### config.mk
export PLATFORM = sky130hd
export DESIGN_NAME = lbd_core
export DESIGN_NICKNAME = d
export VERILOG_FILES = /design/src/pkg/lbd_pkg.sv /design/src/hdl/lbd_bit_rx.sv /design/src/hdl/lbd_core.sv
export SDC_FILE = /design/constraint.sdc
export NUM_CORES = 1
export LEC_CHECK = 0
export BUFFER_PORTS_ARGS = -buffer_cell sky130_fd_sc_hd__buf_4
export CAP_MARGIN = 10
export CORE_MARGIN = 3
export CORE_UTILIZATION = 50
export DETAILED_ROUTE_END_ITERATION = 12
export PLACE_DENSITY_LB_ADDON = 0.15
export SLEW_MARGIN = 30
export SYNTH_ARGS = -nofsm -noshare
export SYNTH_HDL_FRONTEND = slang
export SYNTH_SLANG_ARGS = --single-unit
### constraint.sdc
create_clock -name clk -period 3.3 [get_ports clk]
set_input_delay 0 -clock clk [delete_from_list [all_inputs] [get_ports clk]]
set_output_delay 0 -clock clk [all_outputs]
set_load 0.01 [all_outputs]
### src/pkg/lbd_pkg.sv
package lbd_pkg;
    // Core clock and timing figures
    localparam int  CLK_MHZ       = 250;
    localparam real OFF_TIME_MS   = 2.5;
    localparam int  WIN_TIME_MS   = 1;
    localparam int  DLY_TIME_US   = 100;
    localparam int  DET_TIME_US   = 260;
    localparam int  START_TIME_US = 3;
    localparam int  BIT_MAX_US    = 180;
    localparam int  LOW_MAX_US    = 360;
    localparam int  SS_TIME_US    = 512;
    localparam int  MIN_ON_NS     = 40;
    localparam int  OSC_KHZ       = 1200;
    localparam int  MAX_DUTY_PCT  = 90;

    localparam int OFF_CYC_DEF = int'(OFF_TIME_MS * 1000.0 * CLK_MHZ);
    localparam int WIN_CYC_DEF = WIN_TIME_MS * 1000 * CLK_MHZ;
    localparam int DLY_CYC_DEF = DLY_TIME_US * CLK_MHZ;
    localparam int DET_CYC_DEF = DET_TIME_US * CLK_MHZ;
    localparam int MIN_CYC     = START_TIME_US * CLK_MHZ;
    localparam int BIT_CYC_DEF = BIT_MAX_US * CLK_MHZ;
    localparam int LOW_CYC_DEF = LOW_MAX_US * CLK_MHZ;
    localparam int SS_CYC_DEF  = SS_TIME_US * CLK_MHZ;
    localparam int MIN_ON_CYC  = (MIN_ON_NS * CLK_MHZ + 999) / 1000;
    localparam int OSC_CYC     = CLK_MHZ * 1000 / OSC_KHZ;
    localparam int MAX_ON_CYC  = OSC_CYC * MAX_DUTY_PCT / 100;

    localparam int CW = 20;
    localparam int RW = 17;

    // One-wire command
    localparam logic [7:0] DEV_ADDR  = 8'h72;
    localparam logic [4:0] STEP_FULL = 5'h1f;
    localparam int         STEP_W    = 5;

    // Register map, byte addresses
    localparam logic [3:0] REG_STATUS_OFS = 4'h0;
    localparam logic [3:0] REG_CTRL_OFS   = 4'h4;
    localparam logic [1:0] CTRL_RESET     = 2'h1;

    typedef enum logic [4:0] {
        ST_OFF = 5'h01,
        ST_DET = 5'h02,
        ST_PWM = 5'h04,
        ST_DIG = 5'h08,
        ST_FLT = 5'h10
    } lbd_state_t;

    typedef struct packed {
        logic input_undervoltage_flag;
        logic otp;
        logic output_overvoltage_flag;
        logic switch_current_limit_flag;
    } lbd_fault_t;

    typedef struct packed {
        logic       byteDone;
        logic       abort;
        logic [7:0] data;
    } lbd_bit_t;
endpackage

### src/hdl/lbd_bit_rx.sv
`timescale 1ns/10ps
module lbd_bit_rx import lbd_pkg::*; #(
    parameter int BIT_CYC = BIT_CYC_DEF,
    parameter int LOW_CYC = LOW_CYC_DEF
) (
    input  wire logic     clk,    // Core clock
    input  wire logic     reset,  // Sync reset
    input  wire logic     run,    // Digital mode active
    input  wire logic     line,   // Synchronised enable level
    output lbd_bit_t      rx      // Byte and abort pulses
);
    logic          lineD;
    logic [RW-1:0] cnt;
    logic [RW-1:0] lowT;
    logic [3:0]    bitCnt;
    logic          inByte;
    logic          isOne;
    logic          isZero;
    logic          fall;
    logic          rise;

    assign fall = lineD & ~line;
    assign rise = ~lineD & line;

    // Ratio test on the closing falling edge; cnt holds the high time
    always_comb begin
        isOne  = lowT >= RW'(MIN_CYC) && lowT <= RW'(BIT_CYC)
              && {1'b0, cnt} >= {lowT, 1'b0} && cnt <= RW'(LOW_CYC);
        isZero = cnt >= RW'(MIN_CYC) && cnt <= RW'(BIT_CYC)
              && {1'b0, lowT} >= {cnt, 1'b0} && lowT <= RW'(LOW_CYC);
    end

    ////////////////////////////////////////////////////////////////
    always_ff @(posedge clk) begin
        if (reset) begin
            lineD <= 1'b0;
            cnt   <= '0;
        end else begin
            lineD <= line;
            if (fall || rise)
                cnt <= '0;
            else if (cnt <= RW'(LOW_CYC))
                cnt <= cnt + 1'b1;
        end
    end

    ////////////////////////////////////////////////////////////////
    always_ff @(posedge clk) begin
        if (reset || !run) begin
            inByte <= 1'b0;
            bitCnt <= '0;
            lowT   <= '0;
            rx     <= '0;
        end else begin
            rx.byteDone <= 1'b0;
            rx.abort    <= 1'b0;
            if (rise)
                lowT <= cnt;
            if (inByte && cnt > RW'(LOW_CYC)) begin
                // A stuck level ends the byte; the host restarts with a start
                inByte   <= 1'b0;
                rx.abort <= 1'b1;
            end else if (rise && inByte && bitCnt == 4'h9) begin
                inByte <= 1'b0;
                if (cnt >= RW'(MIN_CYC))
                    rx.byteDone <= 1'b1;
                else
                    rx.abort <= 1'b1;
            end else if (fall && !inByte) begin
                // Start fall also opens the first bit, so count it now
                if (cnt >= RW'(MIN_CYC)) begin
                    inByte  <= 1'b1;
                    bitCnt  <= 4'h1;
                    rx.data <= '0;
                end
            end else if (fall && inByte) begin
                // Falling edge closes the previous bit
                if (isOne || isZero) begin
                    rx.data <= {rx.data[6:0], isOne};
                    bitCnt  <= bitCnt + 1'b1;
                end else begin
                    inByte   <= 1'b0;
                    rx.abort <= 1'b1;
                end
            end
        end
    end
endmodule

### src/hdl/lbd_core.sv
`timescale 1ns/10ps
// What this block does
// - Enable low over 2.5 ms shuts down
// - Mode picked at enable, PWM by default
// - Entry pattern only on start from shutdown
// - Entry uses 1 ms window, 100/260 us
// - High at least 3 us starts a byte
// - Byte closed by 3-360 us stream end
// - Zero bit: low at least twice high
// - One bit: high at least twice low
// - Digital mode gives 32 brightness steps
// - PWM mode chops reference with enable duty
// - Oscillator sets switch, comparator clears it
// - Switch stays on at least 40 ns
// - Current limit ends on-time this cycle
// - Over-voltage shuts driver down
// - Over-temperature pauses switching until cooled
// - Undervoltage turns driver off
// - Reference ramps up on every start from shutdown
// - Low then high inside window enters digital
// - Selected mode kept until next shutdown
// - Address 72 hex then data, MSB first
// - Bits timed falling edge to falling edge
module lbd_core import lbd_pkg::*; #(
    parameter int OFF_CYC = OFF_CYC_DEF,
    parameter int WIN_CYC = WIN_CYC_DEF,
    parameter int DLY_CYC = DLY_CYC_DEF,
    parameter int DET_CYC = DET_CYC_DEF,
    parameter int BIT_CYC = BIT_CYC_DEF,
    parameter int LOW_CYC = LOW_CYC_DEF,
    parameter int SS_CYC  = SS_CYC_DEF
) (
    input  wire logic              clk,              // 250 MHz core clock
    input  wire logic              reset,            // Sync reset, power-up or supply
    input  wire logic              enablePin,        // Enable pin, asynchronous
    input  wire lbd_fault_t        faultPins,        // Analog fault flags, asynchronous
    input  wire logic              currentTrip,      // Current comparator, asynchronous
    input  wire logic [3:0]        avs_address,      // Byte address
    input  wire logic              avs_read,         // Read request
    input  wire logic              avs_write,        // Write request
    input  wire logic [31:0]       avs_writedata,    // Write data
    output logic [31:0]            avs_readdata,     // Read data
    output logic                   avs_waitrequest,  // Stall
    output logic                   switchGate,       // Power switch drive
    output logic [STEP_W-1:0]      refStep,          // Reference step code
    output logic                   refChop,          // Reference chopper gate
    output logic                   shutdown          // Low-power state
);
    logic [5:0]        syncA;
    logic [5:0]        syncB;
    logic              enS;
    logic              enD;
    logic              enRise;
    lbd_fault_t        flt;
    logic              tripS;
    lbd_state_t        state;
    lbd_state_t        next_state;
    logic [CW-1:0]     offCnt;
    logic              offDone;
    logic [CW-1:0]     winCnt;
    logic [CW-1:0]     lowCnt;
    lbd_bit_t          rx;
    logic              byteIdx;
    logic              addrOk;
    logic [STEP_W-1:0] stepReg;
    logic [CW-1:0]     ssCnt;
    logic [STEP_W-1:0] ssLevel;
    logic [STEP_W-1:0] target;
    logic [7:0]        oscCnt;
    logic [3:0]        onCnt;
    logic              running;
    logic              swAllow;
    logic              offReq;
    logic [1:0]        ctrl;
    logic              ack;

    ////////////////////////////////////////////////////////////////
    // Two-flop synchronisers for every pin
    always_ff @(posedge clk) begin
        if (reset) begin
            syncA <= '0;
            syncB <= '0;
            enD   <= 1'b0;
        end else begin
            syncA <= {enablePin, faultPins, currentTrip};
            syncB <= syncA;
            enD   <= enS;
        end
    end
    assign enS    = syncB[5];
    assign flt    = syncB[4:1];
    assign tripS  = syncB[0];
    assign enRise = enS & ~enD;

    ////////////////////////////////////////////////////////////////
    // Shutdown timer on a continuous low
    always_ff @(posedge clk) begin
        if (reset || enS)
            offCnt <= '0;
        else if (!offDone)
            offCnt <= offCnt + 1'b1;
    end
    assign offDone = !enS && offCnt >= CW'(OFF_CYC - 1);

    // Entry detection window and low-time counters
    always_ff @(posedge clk) begin
        if (reset || state != ST_DET) begin
            winCnt <= '0;
            lowCnt <= '0;
        end else begin
            winCnt <= winCnt + 1'b1;
            if (enS)
                lowCnt <= '0;
            else if (winCnt >= CW'(DLY_CYC) && lowCnt < CW'(DET_CYC))
                lowCnt <= lowCnt + 1'b1;
        end
    end

    ////////////////////////////////////////////////////////////////
    always_comb begin
        next_state = state;
        unique case (state)
            ST_OFF: begin
                if (enRise && !flt.input_undervoltage_flag)
                    next_state = ST_DET;
            end
            ST_DET: begin
                if (enRise && lowCnt >= CW'(DET_CYC))
                    next_state = ST_DIG;
                else if (winCnt >= CW'(WIN_CYC - 1))
                    next_state = ST_PWM;
            end
            ST_PWM: next_state = ST_PWM;
            ST_DIG: next_state = ST_DIG;
            ST_FLT: next_state = ST_FLT;
        endcase
        if (running && flt.output_overvoltage_flag)
            next_state = ST_FLT;
        if (offDone || flt.input_undervoltage_flag)
            next_state = ST_OFF;
    end

    always_ff @(posedge clk) begin
        if (reset)
            state <= ST_OFF;
        else
            state <= next_state;
    end
    assign running  = state inside {ST_DET, ST_PWM, ST_DIG};
    assign shutdown = state inside {ST_OFF, ST_FLT};

    ////////////////////////////////////////////////////////////////
    // One-wire receiver runs only once digital mode is chosen
    lbd_bit_rx #(
        .BIT_CYC (BIT_CYC),
        .LOW_CYC (LOW_CYC)
    ) u_rx (
        .clk   (clk),
        .reset (reset),
        .run   (state == ST_DIG),
        .line  (enS),
        .rx    (rx)
    );

    // Address byte then data byte
    always_ff @(posedge clk) begin
        if (reset || state != ST_DIG || rx.abort) begin
            byteIdx <= 1'b0;
            addrOk  <= 1'b0;
        end else if (rx.byteDone) begin
            byteIdx <= ~byteIdx;
            if (!byteIdx)
                addrOk <= rx.data == DEV_ADDR;
        end
    end

    // Stored step survives shutdown; only reset or input undervoltage sets it back to STEP_FULL
    always_ff @(posedge clk) begin
        if (reset || flt.input_undervoltage_flag)
            stepReg <= STEP_FULL;
        else if (rx.byteDone && byteIdx && addrOk && rx.data[7:5] == 3'h0)
            stepReg <= rx.data[4:0];
    end

    ////////////////////////////////////////////////////////////////
    // Soft-start ramp restarts from zero on every start from shutdown
    always_ff @(posedge clk) begin
        if (reset || !running) begin
            ssCnt   <= '0;
            ssLevel <= '0;
        end else if (ssLevel != STEP_FULL) begin
            if (ssCnt >= CW'(SS_CYC / 32 - 1)) begin
                ssCnt   <= '0;
                ssLevel <= ssLevel + 1'b1;
            end else begin
                ssCnt <= ssCnt + 1'b1;
            end
        end
    end

    assign target = (state == ST_DIG) ? stepReg : STEP_FULL;

    always_ff @(posedge clk) begin
        if (reset || !running) begin
            refStep <= '0;
            refChop <= 1'b0;
        end else begin
            refStep <= (target < ssLevel) ? target : ssLevel;
            // PWM mode follows the pin, so the average tracks the duty
            refChop <= (state == ST_DIG) ? 1'b1 : enS;
        end
    end

    ////////////////////////////////////////////////////////////////
    // Switching cycle
    always_ff @(posedge clk) begin
        if (reset || oscCnt == 8'(OSC_CYC - 1))
            oscCnt <= '0;
        else
            oscCnt <= oscCnt + 1'b1;
    end

    assign swAllow = running && !flt.otp && !flt.input_undervoltage_flag && !flt.output_overvoltage_flag && ctrl[0];
    assign offReq  = tripS || flt.switch_current_limit_flag || oscCnt == 8'(MAX_ON_CYC) || !swAllow;

    always_ff @(posedge clk) begin
        if (reset) begin
            switchGate <= 1'b0;
            onCnt      <= '0;
        end else if (!switchGate) begin
            onCnt <= '0;
            if (oscCnt == '0 && swAllow)
                switchGate <= 1'b1;
        end else begin
            if (onCnt != 4'hf)
                onCnt <= onCnt + 1'b1;
            // Even forced turn-off respects the minimum pulse
            if (offReq && onCnt >= 4'(MIN_ON_CYC - 1))
                switchGate <= 1'b0;
        end
    end

    ////////////////////////////////////////////////////////////////
    // Register slave; one wait cycle per access
    always_ff @(posedge clk) begin
        if (reset)
            ack <= 1'b0;
        else
            ack <= (avs_read || avs_write) && !ack;
    end
    assign avs_waitrequest = (avs_read || avs_write) && !ack;

    always_ff @(posedge clk) begin
        if (reset)
            ctrl <= CTRL_RESET;
        else if (avs_write && !ack && avs_address == REG_CTRL_OFS)
            ctrl <= avs_writedata[1:0];
    end

    always_ff @(posedge clk) begin
        if (reset)
            avs_readdata <= '0;
        else if (avs_read && !ack) begin
            unique case (avs_address)
                REG_STATUS_OFS: avs_readdata <= {12'h0, switchGate, flt, state, stepReg, refStep};
                REG_CTRL_OFS:   avs_readdata <= {30'h0, ctrl};
                default:        avs_readdata <= '0;
            endcase
        end
    end
endmodule

# After elaboration in Yosys (flattened, before gate mapping)
# Cells that the tools add are included.
# Widths: inputs -> output; s select.
[word_totals] input_bits=46 register_bits=213 output_inout_bits=41 elab_cells=186
[classes] n_reduce_logical=73 n_lt_le_gt_ge=17 bitwise_logic=8 n_addsub=9 mux=31 n_eq_ne=20
[ops] cell="$add 20x1->20 const B" n=4
[ops] cell="$pmux 20 s2" n=1
[ops] cell="$ge 17x18->1" n=2
[ops] cell="$ge 17x10->1 const B" n=2
[ops] cell="$le 17x16->1 const B" n=2
[ops] cell="$le 17x17->1 const B" n=2
[ops] cell="$mux 5" n=6
[ops] cell="$logic_and 1x1->1" n=29
[ops] cell="$pmux 5 s5" n=1
[ops] cell="$mux 8" n=3
[ops] cell="$ge 20x12->1 const B" n=1
[ops] cell="$ge 20x15->1 const B" n=1
[ops] cell="$ge 20x16->1 const B" n=1
[ops] cell="$ge 20x18->1 const B" n=1
[ops] cell="$ge 20x20->1 const B" n=1
[ops] cell="$lt 20x16->1 const B" n=1
[ops] cell="$mux 20" n=1
[ops] cell="$add 17x1->17 const B" n=1
[ops] cell="$gt 17x17->1 const B" n=1
[ops] cell="$eq 8x8->1 const B" n=2
[ops] cell="$mux 4" n=4
[ops] cell="$logic_or 1x1->1" n=15
[ops] cell="$mux 1" n=14
[ops] cell="$logic_not 1->1" n=9
[ops] cell="33 further kinds" n=53

# Depth between registers and ports, before layout
# Gate-level depths: netlist of the first run.
[depth] depth_word=11 ltp_mapped=11 depth_no_buf=10

# Modules after synthesis
# Synthesis of the first run repeated with hierarchy kept, for this count alone.
[hier_totals] hier_cells=1190 hier_area_um2=10169.8
[modules_own_cells] module="lbd_core" area_each_um2=6934.2 instances=1 seq_area_each_um2=3042.9 cells_each=802
[modules_own_cells] module="lbd_bit_rx" area_each_um2=3235.6 instances=1 seq_area_each_um2=1001.0 cells_each=388

# Worst setup path after synthesis of the first run
# Ideal clock, no wire load.
[synth_timing] kind="register to register" startpoint="register u_rx.cnt[5]" endpoint="register u_rx.bitCnt[2]" required_time_ns=3.226 period_less_slack_ns=2.420 stages_incl_launch_ff=12 arrival_ns=2.346 setup_slack_ns=0.880 path_buffers=1 setup_ns=0.074 cell_sequence="dfxtp_1 > clkbuf_1 > inv_1 > ha_1 > and4_1 > nand2_1 > o211ai_1 > o211ai_1 > a211oi_2 > o2111ai_4 > or3b_1 > a31oi_1"
[synth_between] elab_chain_cells=7 word_cells_on_any_way=17 classes_between="order compare (6); eq/ne (1); bitwise (1); reduce/logical (9)"
[synth_lines] element="start: declaration" line_no="lbd_bit_rx.sv:13" rtl="logic [RW-1:0] cnt;"
[synth_lines] element="start signal: assignment" line_no="lbd_bit_rx.sv:43" rtl="cnt <= cnt + 1'b1;"
[synth_lines] element="$ge 17x10->1 / $le 17x16->1 (equally long branches)" line_no="lbd_bit_rx.sv:29, lbd_bit_rx.sv:71"
[synth_lines] element="$logic_and 1x1->1" line_no="lbd_bit_rx.sv:29" rtl="isZero = cnt >= RW'(MIN_CYC) && cnt <= RW'(BIT_CYC)"
[synth_lines] element="$logic_and 1x1->1 (2 in a row)" line_no="lbd_bit_rx.sv:30" rtl="&& {1'b0, lowT} >= {cnt, 1'b0} && lowT <= RW'(LOW_CYC);"
[synth_lines] element="$logic_or 1x1->1" line_no="lbd_bit_rx.sv:78" rtl="if (isOne || isZero) begin"
[synth_lines] element="$reduce_bool 2->1 (no line)"
[synth_lines] element="$reduce_and 5->1 (no line) *"
[synth_lines] element="end signal: assignment" line_no="lbd_bit_rx.sv:80" rtl="bitCnt <= bitCnt + 1'b1;"
[synth_lines] element="end: declaration" line_no="lbd_bit_rx.sv:15" rtl="logic [3:0] bitCnt;"
# Mark *: on every way between the ends. The rest lies on a longest branch, timed or not.
# A chain may end at the register's enable or synchronous reset.

# Final worst setup path of the first run
[layout_timing] startpoint="register offCnt[0]" endpoint="register offCnt[11]"
[layout_between] elab_chain_cells=2 word_cells_on_any_way=3 classes_between="add/sub (1); order compare (1); reduce/logical (1)"
[layout_lines] element="start: declaration" line_no="lbd_core.sv:58" rtl="logic [CW-1:0] offCnt;"
[layout_lines] element="start signal: assignment" line_no="lbd_core.sv:101" rtl="offCnt <= offCnt + 1'b1;"
[layout_lines] element="$ge 20x20->1" line_no="lbd_core.sv:103" rtl="assign offDone = !enS && offCnt >= CW'(OFF_CYC - 1);"
[layout_lines] element="$logic_and 1x1->1" line_no="lbd_core.sv:103"
# Parallel ways exist; a longest one is shown, timed or not.

==> summary.txt, run 1 <==
STA
  – Slew at the pin closest to its max-slew limit: 0.6541 ns
  – Min Hold Slack: 0.02063 ns
  – Unrepaired setup endpoints after global routing: false
  – Crit share post-route: 82.46%
  – Max transition margin: 56.06%
  – Max Slew Vio Count: 0
  – Setup TNS: 0 ns
  – Tmin final: 2.721 ns
  – Fmax achieved: 0.3675 GHz
  – Final Hold Viols: 0
  – Finish-stage setup viols: 0
  – Clock skew: 0.01172 ns

Setup path
  – WP data required: 3.73 ns
  – Crit path to: offCnt[11]
  – Worst setup path category: flip-flop to flip-flop
  – Worst r2r src: offCnt[0]
  – Buf/Inv on CP: 0
  – Worst setup SP type: flip-flop
  – Largest stage delay on the critical path: 0.44 ns
  – Worst Setup End Kind: flip-flop
  – Cell Chain, Critical Path: ha_1, a211o_1, a31o_1, a211oi_1, o31a_1, o2111ai_2, or3_1, a21oi_1
  – Critical-path top delay cell: or3_1
  – Crit path from: offCnt[0]
  – R2r endpoint: offCnt[11]
  – Stages on worst setup path: 8
  – R2R cell count: 8
  – Crit path max-delay family: compound AO/OA/AOI/OAI gates
  – R2R Setup Slk: 0.58 ns
  – Crit-path max FO: 13
  – Worst Path Arrival: 3.15 ns

Die
  – Die Wd: 145.9 µm
  – Total die area: 21280 µm²
  – Core area: 18960 µm²
  – Initial Util: 51.62%
  – Ports: 87
  – Row count: 50
  – DIE HEIGHT: 145.9 µm

Clocking
  – Root Buffer: clkbuf_16
  – # H-tree levels: 1
  – TritonCTS buffer count: 22
  – Clock Pin Slew Worst Setup and Hold Paths: 0.06 ns
  – Max Root-Sink Buffers: 3
  – Post-CTS Setup Inserts: 0
  – PostCTS Resize Cnt: 0
  – CTS tree: built
  – Post-CTS Hold Buffers: 22
  – Sink Count: 201
  – Clock Latency Late Sink: 0.51 ns

Min path
  – Hold crit path type: input pin to flip-flop
  – Hold path depth: 5

Logic synthesis
  – Number of warnings issued by yosys: 0
  – Synth Area per Inst: 8.605 µm²
  – Top cells by area, synth: dfxtp_1, nor2_1, ha_1
  – Yosys top cell area share: 41.13%
  – Post-Syn Area: 9784 µm²
  – Synth area leader: dfxtp_1
  – Distinct cell type count after synthesis: 75
  – Most common cell in the netlist: dfxtp_1
  – Most common library cells after synthesis: dfxtp_1, nor2_1, nand2_1
  – Async set-reset flop share out of synthesis: 0%
  – Gate Count Post-Synth: 1137
  – Most used flip-flop cell after synthesis: dfxtp_1
  – Register bit total from synthesis: 201
  – Post-synth EDFFs: 0
  – Sequential share of the synthesized area: 41.13%

Detailed routing
  – Vias after detailed routing: 7796
  – Max Used Layer: met4
  – Routed len/inst: 13.76 µm
  – Starting DRT DRC Count: 407
  – Met2 wire length: 9.118 mm
  – Vias/cell: 5.322
  – Final WL: 20.17 mm
  – DRC: 0
  – Pre-antenna DRT Iters: 5
  – Wl on met1: 9.899 mm
  – Routed Antenna Nets: 0
  – Met3 WL: 697 µm

Power
  – Psw: 1.114 mW
  – Overall power: 5.228 mW
  – Power Dens Cells: 465.2 nW/µm²
  – Clk pwr share: 49.0%
  – Worst vdd ir: 0.3386 mV
  – Net Sw Frac: 21.31%
  – P_int: 4.114 mW
  – Combinational power share: 3.6%
  – Sequential power share: 47.4%
  – Leak: 4.134 nW

Outcome
  – Outcome: complete, no violations

Place
  – Post-DP HPWL: 13.87 mm
  – Final Wtd Congestion: 0.8343
  – PortBufs: 44
  – Post-DP Area: 10250 µm²

Run
  – Max_cap viols: 0

Global route
  – Vias in the first global route: 7260
  – Overall Global Routing Usage: 18.57%
  – Initial antenna violation count: 0
  – Total gr overflow: 0
  – Largest net degree at the start of global routing: 49
  – First-pass GRT wire length: 34.42 mm

Cells and area
  – Fraction of layout cells with a size suffix above 1: 9.378%
  – Nets: 1292
  – # diodes: 0
  – Post-route cell area: 11240 µm²
  – Syn-to-layout area delta: 14.87%
registers in the layout, summed over array words and instances (netlist names), 2 cells and up:
signal and cells:
syncB 6, u_rx.bitCnt 4, stepReg 5, ssLevel 5, refStep 5, oscCnt 8
u_rx.cnt 17, onCnt 4, state 5, winCnt 20, lowCnt 20, ctrl 2
u_rx.lowT 17, offCnt 20, ssCnt 20, u_rx.rx 10, avs_readdata 20, syncA 6
metal layers:
layer	vias up	global-route usage, %
met5	-	0
met4	0	5.318
met3	35	2.865
met2	96	29.91
met1	3649	25.93
li1	4016	-
power by group through the flow:
stage	sequential [mW]	clock (mW)	combinational, mW
finish	2.48	2.56	0.188
global route	2.48	2.71	0.211
CTS	2.48	2.61	0.187
detailed placement	2.53	0	0.170
global placement	2.53	0	0.168
floorplan	2.52	0	0.138
cells by family (layout without fill, tap and decap cells):
logic type                 Yosys count  after routing  share of synthesized area, %
DFF                                201            201                         41.13
and+or+nand+nor                    492            492                         24.55
buffers and inverters              114            171                         5.307
xor gates and xnor gates            81             81                         7.251
other                                1             12                       0.03833
AOI/OAI and AO/OA                  156            156                         10.91
muxes                               37             37                         3.785
adders and majority gates           55             55                         7.033
stage by stage:
stage / setup slack (ns) / util [%] / cells
2_1_floorplan: 0.8796 / - / 1148
3_3_place_gp: 0.6094 / 54.07 / 1405
3_5_place_dp: 0.5704 / 54.07 / 1405
4_1_cts: 0.5434 / 59.29 / 1465
5_1_grt: 0.3391 / 59.29 / 1465
6_report: 0.5787 / 59.29 / 1465
layout make-up:
class / instances / area [µm²]
inverters: 59 / 221.5
clock buffers: 31 / 675.6
flip-flops and latches: 201 / 4024
multi-input cells: 833 / 5288
repair buffers: 74 / 610.6
clock inverters: 7 / 95.09
well taps: 260 / 325.3
fillers: 1721 / 7716
tightest hold or removal path: stages:
cell	delay (ns)
buf_4	0.07
or3_1	0.17
nor3_1	0.08
a21oi_1	0.11
nor2_1	0.04
cells in the final DEF, fill, tap and decap left out, drive strengths merged, types with 24 or more instances in the layout:
cell type    n
clkbuf      31
inv         59
nor2       185
xor2        42
nor2b       24
nand3       48
dfxtp      201
o21ai       25
ha          55
xnor2       39
mux2i       37
nor3        33
a21oi       46
buf         52
nand2       81
worst min-delay path by stage:
stage                      from         endpoint
2_1_floorplan  avs_writedata[0]          ctrl[0]
3_3_place_gp   avs_writedata[0]          ctrl[0]
3_5_place_dp   avs_writedata[0]          ctrl[0]
4_1_cts          avs_address[3]  avs_readdata[1]
5_1_grt          avs_address[0]  avs_readdata[1]
6_report         avs_address[3]  avs_readdata[1]
(Power assumes the default switching activity.)
==> inputs of run 2 (changes only) <==
- ABC_AREA: default -> 1
- clock period: 3.3 -> 2.6 ns (I/O delays scaled with it)
==> run 2 against run 1 <==
First-iteration DRC count rose by 42%. Register-to-register slack lost 0.28 ns. Die area is 7.3% higher. Critical path type unchanged. Highest routed layer unchanged.
==> summary.txt, run 2 <==
Outcome
  – Outcome: complete, no violations

Detailed routing
  – Vias after detailed routing: 9543 (+22%)
  – Pre-antenna DRT Iters: 5 (unchanged)
  – Vias/cell: 5.076 (-4.6%)
  – Routed len/inst: 12.53 µm (-8.9%)
  – Final WL: 23.56 mm (+17%)
  – Starting DRT DRC Count: 576 (+42%)
  – DRC: 0 (unchanged)
  – Routed Antenna Nets: 0 (unchanged)

Logic synthesis
  – Synth Area per Inst: 6.921 µm² (-20%)
  – Register bit total from synthesis: 201 (unchanged)
  – Top cells by area, synth: dfxtp_1, nand2_1, inv_1
  – Most used flip-flop cell after synthesis: dfxtp_1
  – Number of warnings issued by yosys: 0 (unchanged)
  – Synth area leader: dfxtp_1
  – Post-synth EDFFs: 0 (unchanged)
  – Distinct cell type count after synthesis: 47 (-37%)
  – Most common library cells after synthesis: nand2_1, inv_1, nor2_1
  – Yosys top cell area share: 38.23% (-2.9 points)
  – Sequential share of the synthesized area: 38.23% (-2.9 points)
  – Gate Count Post-Synth: 1521 (+34%)
  – Post-Syn Area: 10530 µm² (+7.6%)
  – Most common cell in the netlist: nand2_1
  – Async set-reset flop share out of synthesis: 0% (unchanged)

Clocking
  – # H-tree levels: 1 (unchanged)
  – Root Buffer: clkbuf_16
  – TritonCTS buffer count: 23 (+4.5%)
  – Clock Latency Late Sink: 0.52 ns (about the same)
  – Clock Pin Slew Worst Setup and Hold Paths: 0.06 ns (about the same)
  – Sink Count: 201 (unchanged)
  – Max Root-Sink Buffers: 3 (unchanged)
  – CTS tree: built

STA
  – Finish-stage setup viols: 0 (unchanged)
  – Tmin final: 2.303 ns (-0.4188 ns)
  – Slew at the pin closest to its max-slew limit: 0.5122 ns (-0.1418 ns)
  – Clock skew: 0.007314 ns (-0.004407 ns)
  – Setup TNS: 0 ns (unchanged)
  – Max Slew Vio Count: 0 (unchanged)
  – Final Hold Viols: 0 (unchanged)
  – Crit share post-route: 88.56% (+6.1 points)
  – Fmax achieved: 0.4343 GHz (+18%)
  – Max transition margin: 65.59% (+9.5 points)
  – Unrepaired setup endpoints after global routing: false

Power
  – Power Dens Cells: 556.5 nW/µm² (+20%)
  – Overall power: 6.732 mW (+29%)
  – Psw: 1.541 mW (+38%)
  – Net Sw Frac: 22.90% (+1.6 points)
  – Clk pwr share: 47.9% (-1.1 points)
  – Leak: 4.992 nW (+21%)
  – P_int: 5.190 mW (+26%)
  – Sequential power share: 47.0% (-0.4 points)
  – Combinational power share: 5.1% (+1.5 points)
  – Worst vdd ir: 0.4656 mV (+38%)

Global route
  – Overall Global Routing Usage: 20.45% (+1.9 points)
  – Initial antenna violation count: 0 (unchanged)
  – Vias in the first global route: 8549 (+18%)
  – First-pass GRT wire length: 39.62 mm (+15%)
  – Total gr overflow: 0 (unchanged)
  – Largest net degree at the start of global routing: 40 (-18%)

Cells and area
  – Most frequent cells in the layout: nand2_1, inv_1, nor2_1
  – Most common cell after layout, fill and taps aside: nand2_1
  – Fraction of layout cells with a size suffix above 1: 9.193% (-0.19 points)
  – # diodes: 0 (unchanged)
  – Fin util: 59.22% (-0.076 points)
  – # fillers: 1930 (+12%)
  – Syn-to-layout area delta: 14.93% (about the same)
  – Nets: 1694 (+31%)
  – Post-route cell area: 12100 µm² (+7.6%)

Die
  – DIE HEIGHT: 151.1 µm (+3.6%)
  – Row count: 52 (+4.0%)
  – Initial Util: 51.52% (-0.092 points)
  – Die Wd: 151.1 µm (+3.6%)
  – Total die area: 22830 µm² (+7.3%)
  – Core area: 20430 µm² (+7.8%)
  – Ports: 87 (unchanged)

Setup path
  – Worst setup SP type: flip-flop
  – Worst Setup End Kind: flip-flop
  – WP data required: 3.00 ns (-0.73 ns)
  – Worst Path Arrival: 2.71 ns (-0.44 ns)
  – Worst setup path category: flip-flop to flip-flop
  – Worst r2r src: u_rx.cnt[5]
  – Crit path from: u_rx.cnt[5]
  – Crit-path max FO: 15 (+2)

Min path
  – Hold crit path type: input pin to flip-flop
  – Critical hold path startpoint: avs_address[1]

Place
  – Post-DP HPWL: 17.11 mm (+23%)
  – PortBufs: 44 (unchanged)
  – Post-DP Area: 11100 µm² (+8.4%)
  – Final Wtd Congestion: 0.8752 (+4.9%)

Run
  – Max_cap viols: 0 (unchanged)
==> run 2: cell types whose count changed in the layout (fill, tap and decap cells not counted), moves of 26 or more <==
| cell | change |
|---|---|
| a21oi_1 | +90 |
| inv_1 | +165 |
| mux2i_1 | -37 |
| nand2_1 | +202 |
| nand3_1 | +28 |
| nor2_1 | +26 |
| o21ai_0 | +49 |
| xnor2_1 | -34 |
| xor2_1 | -27 |
==> run 2: cell type report <==
| type | instances | area [µm²] | area share, % |
|---|---|---|---|
| Multi-Input combinational cell | 1050 | 5421 | 44.81 |
| Tap cell | 270 | 337.8 | 2.792 |
| Timing Repair Buffer | 81 | 665.6 | 5.502 |
| Sequential cell | 201 | 4025 | 33.27 |
| Inverter | 236 | 885.9 | 7.322 |
| Clock inverter | 14 | 137.6 | 1.138 |
| Clock buffer | 28 | 624.3 | 5.161 |
==> run 2: critical path: stages (launching register included) <==
cell	delay, ns
dfxtp_1	0.51
inv_1	0.12
ha_1	0.29
nand2_1	0.04
nor2_1	0.15
nand3_1	0.10
o21ai_0	0.16
nor2_1	0.05
nand2_1	0.09
nand2_2	0.09
nand3_4	0.15
nand3_4	0.22
nor2_1	0.15
nor2_1	0.06
==> run 2: power by group through the flow <==
stage	clock network, mW	logic, mW	registers (mW)
CTS	3.31	0.344	3.16
detailed placement	0	0.318	3.23
global route	3.44	0.391	3.17
finish	3.23	0.344	3.16
global placement	0	0.315	3.23
floorplan	0	0.202	3.23
==> run 2: cell families (layout without fill, tap and decap cells) <==
group	Yosys count	after routing	synth area share, %
adders and majority gates	55	55	6.538
other	1	12	0.03562
xor gates and xnor gates	20	20	1.664
DFF	201	201	38.23
AOI/OAI and AO/OA	245	245	12.55
and+or+nand+nor	718	718	30.24
buffers and inverters	281	359	10.75
==> run 2: final timing paths <==
kind / slack [ns] / depth (start not counted) / endpoint
hold reg to reg: 0.40 / 2 / syncB[1]
setup / recovery: 0.30 / 13 / u_rx.bitCnt[0]
setup reg to reg: 0.30 / 13 / u_rx.bitCnt[0]
hold / removal: 0.08 / 5 / avs_readdata[1]
==> run 2: repair_timing <==
item	CTS	global route
setup buffers	0	0
setup endpoints to repair	0	6
endpoints found under the hold margin	34	0
gates resized for setup	0	1
hold buffers	23	0
==> run 2: layer usage <==
metal	global-route usage (%)	share of wire [%]	up-vias
met4	4.352	1.8	0
met3	2.992	5.4	24
met1	28.77	48	4276
met2	33.49	45	192
met5	0	0	-
li1	-	-	5051
==> run 2: metrics by stage <==
step,instances,hold WS [ns],setup slack [ns]
5_1_grt,1880,0.09679,0.02889
3_3_place_gp,1815,0.2010,0.3115
3_5_place_dp,1815,0.2065,0.2827
4_1_cts,1880,0.05456,0.2694
2_1_floorplan,1532,0.1070,0.5963
6_report,1880,0.08086,0.2975
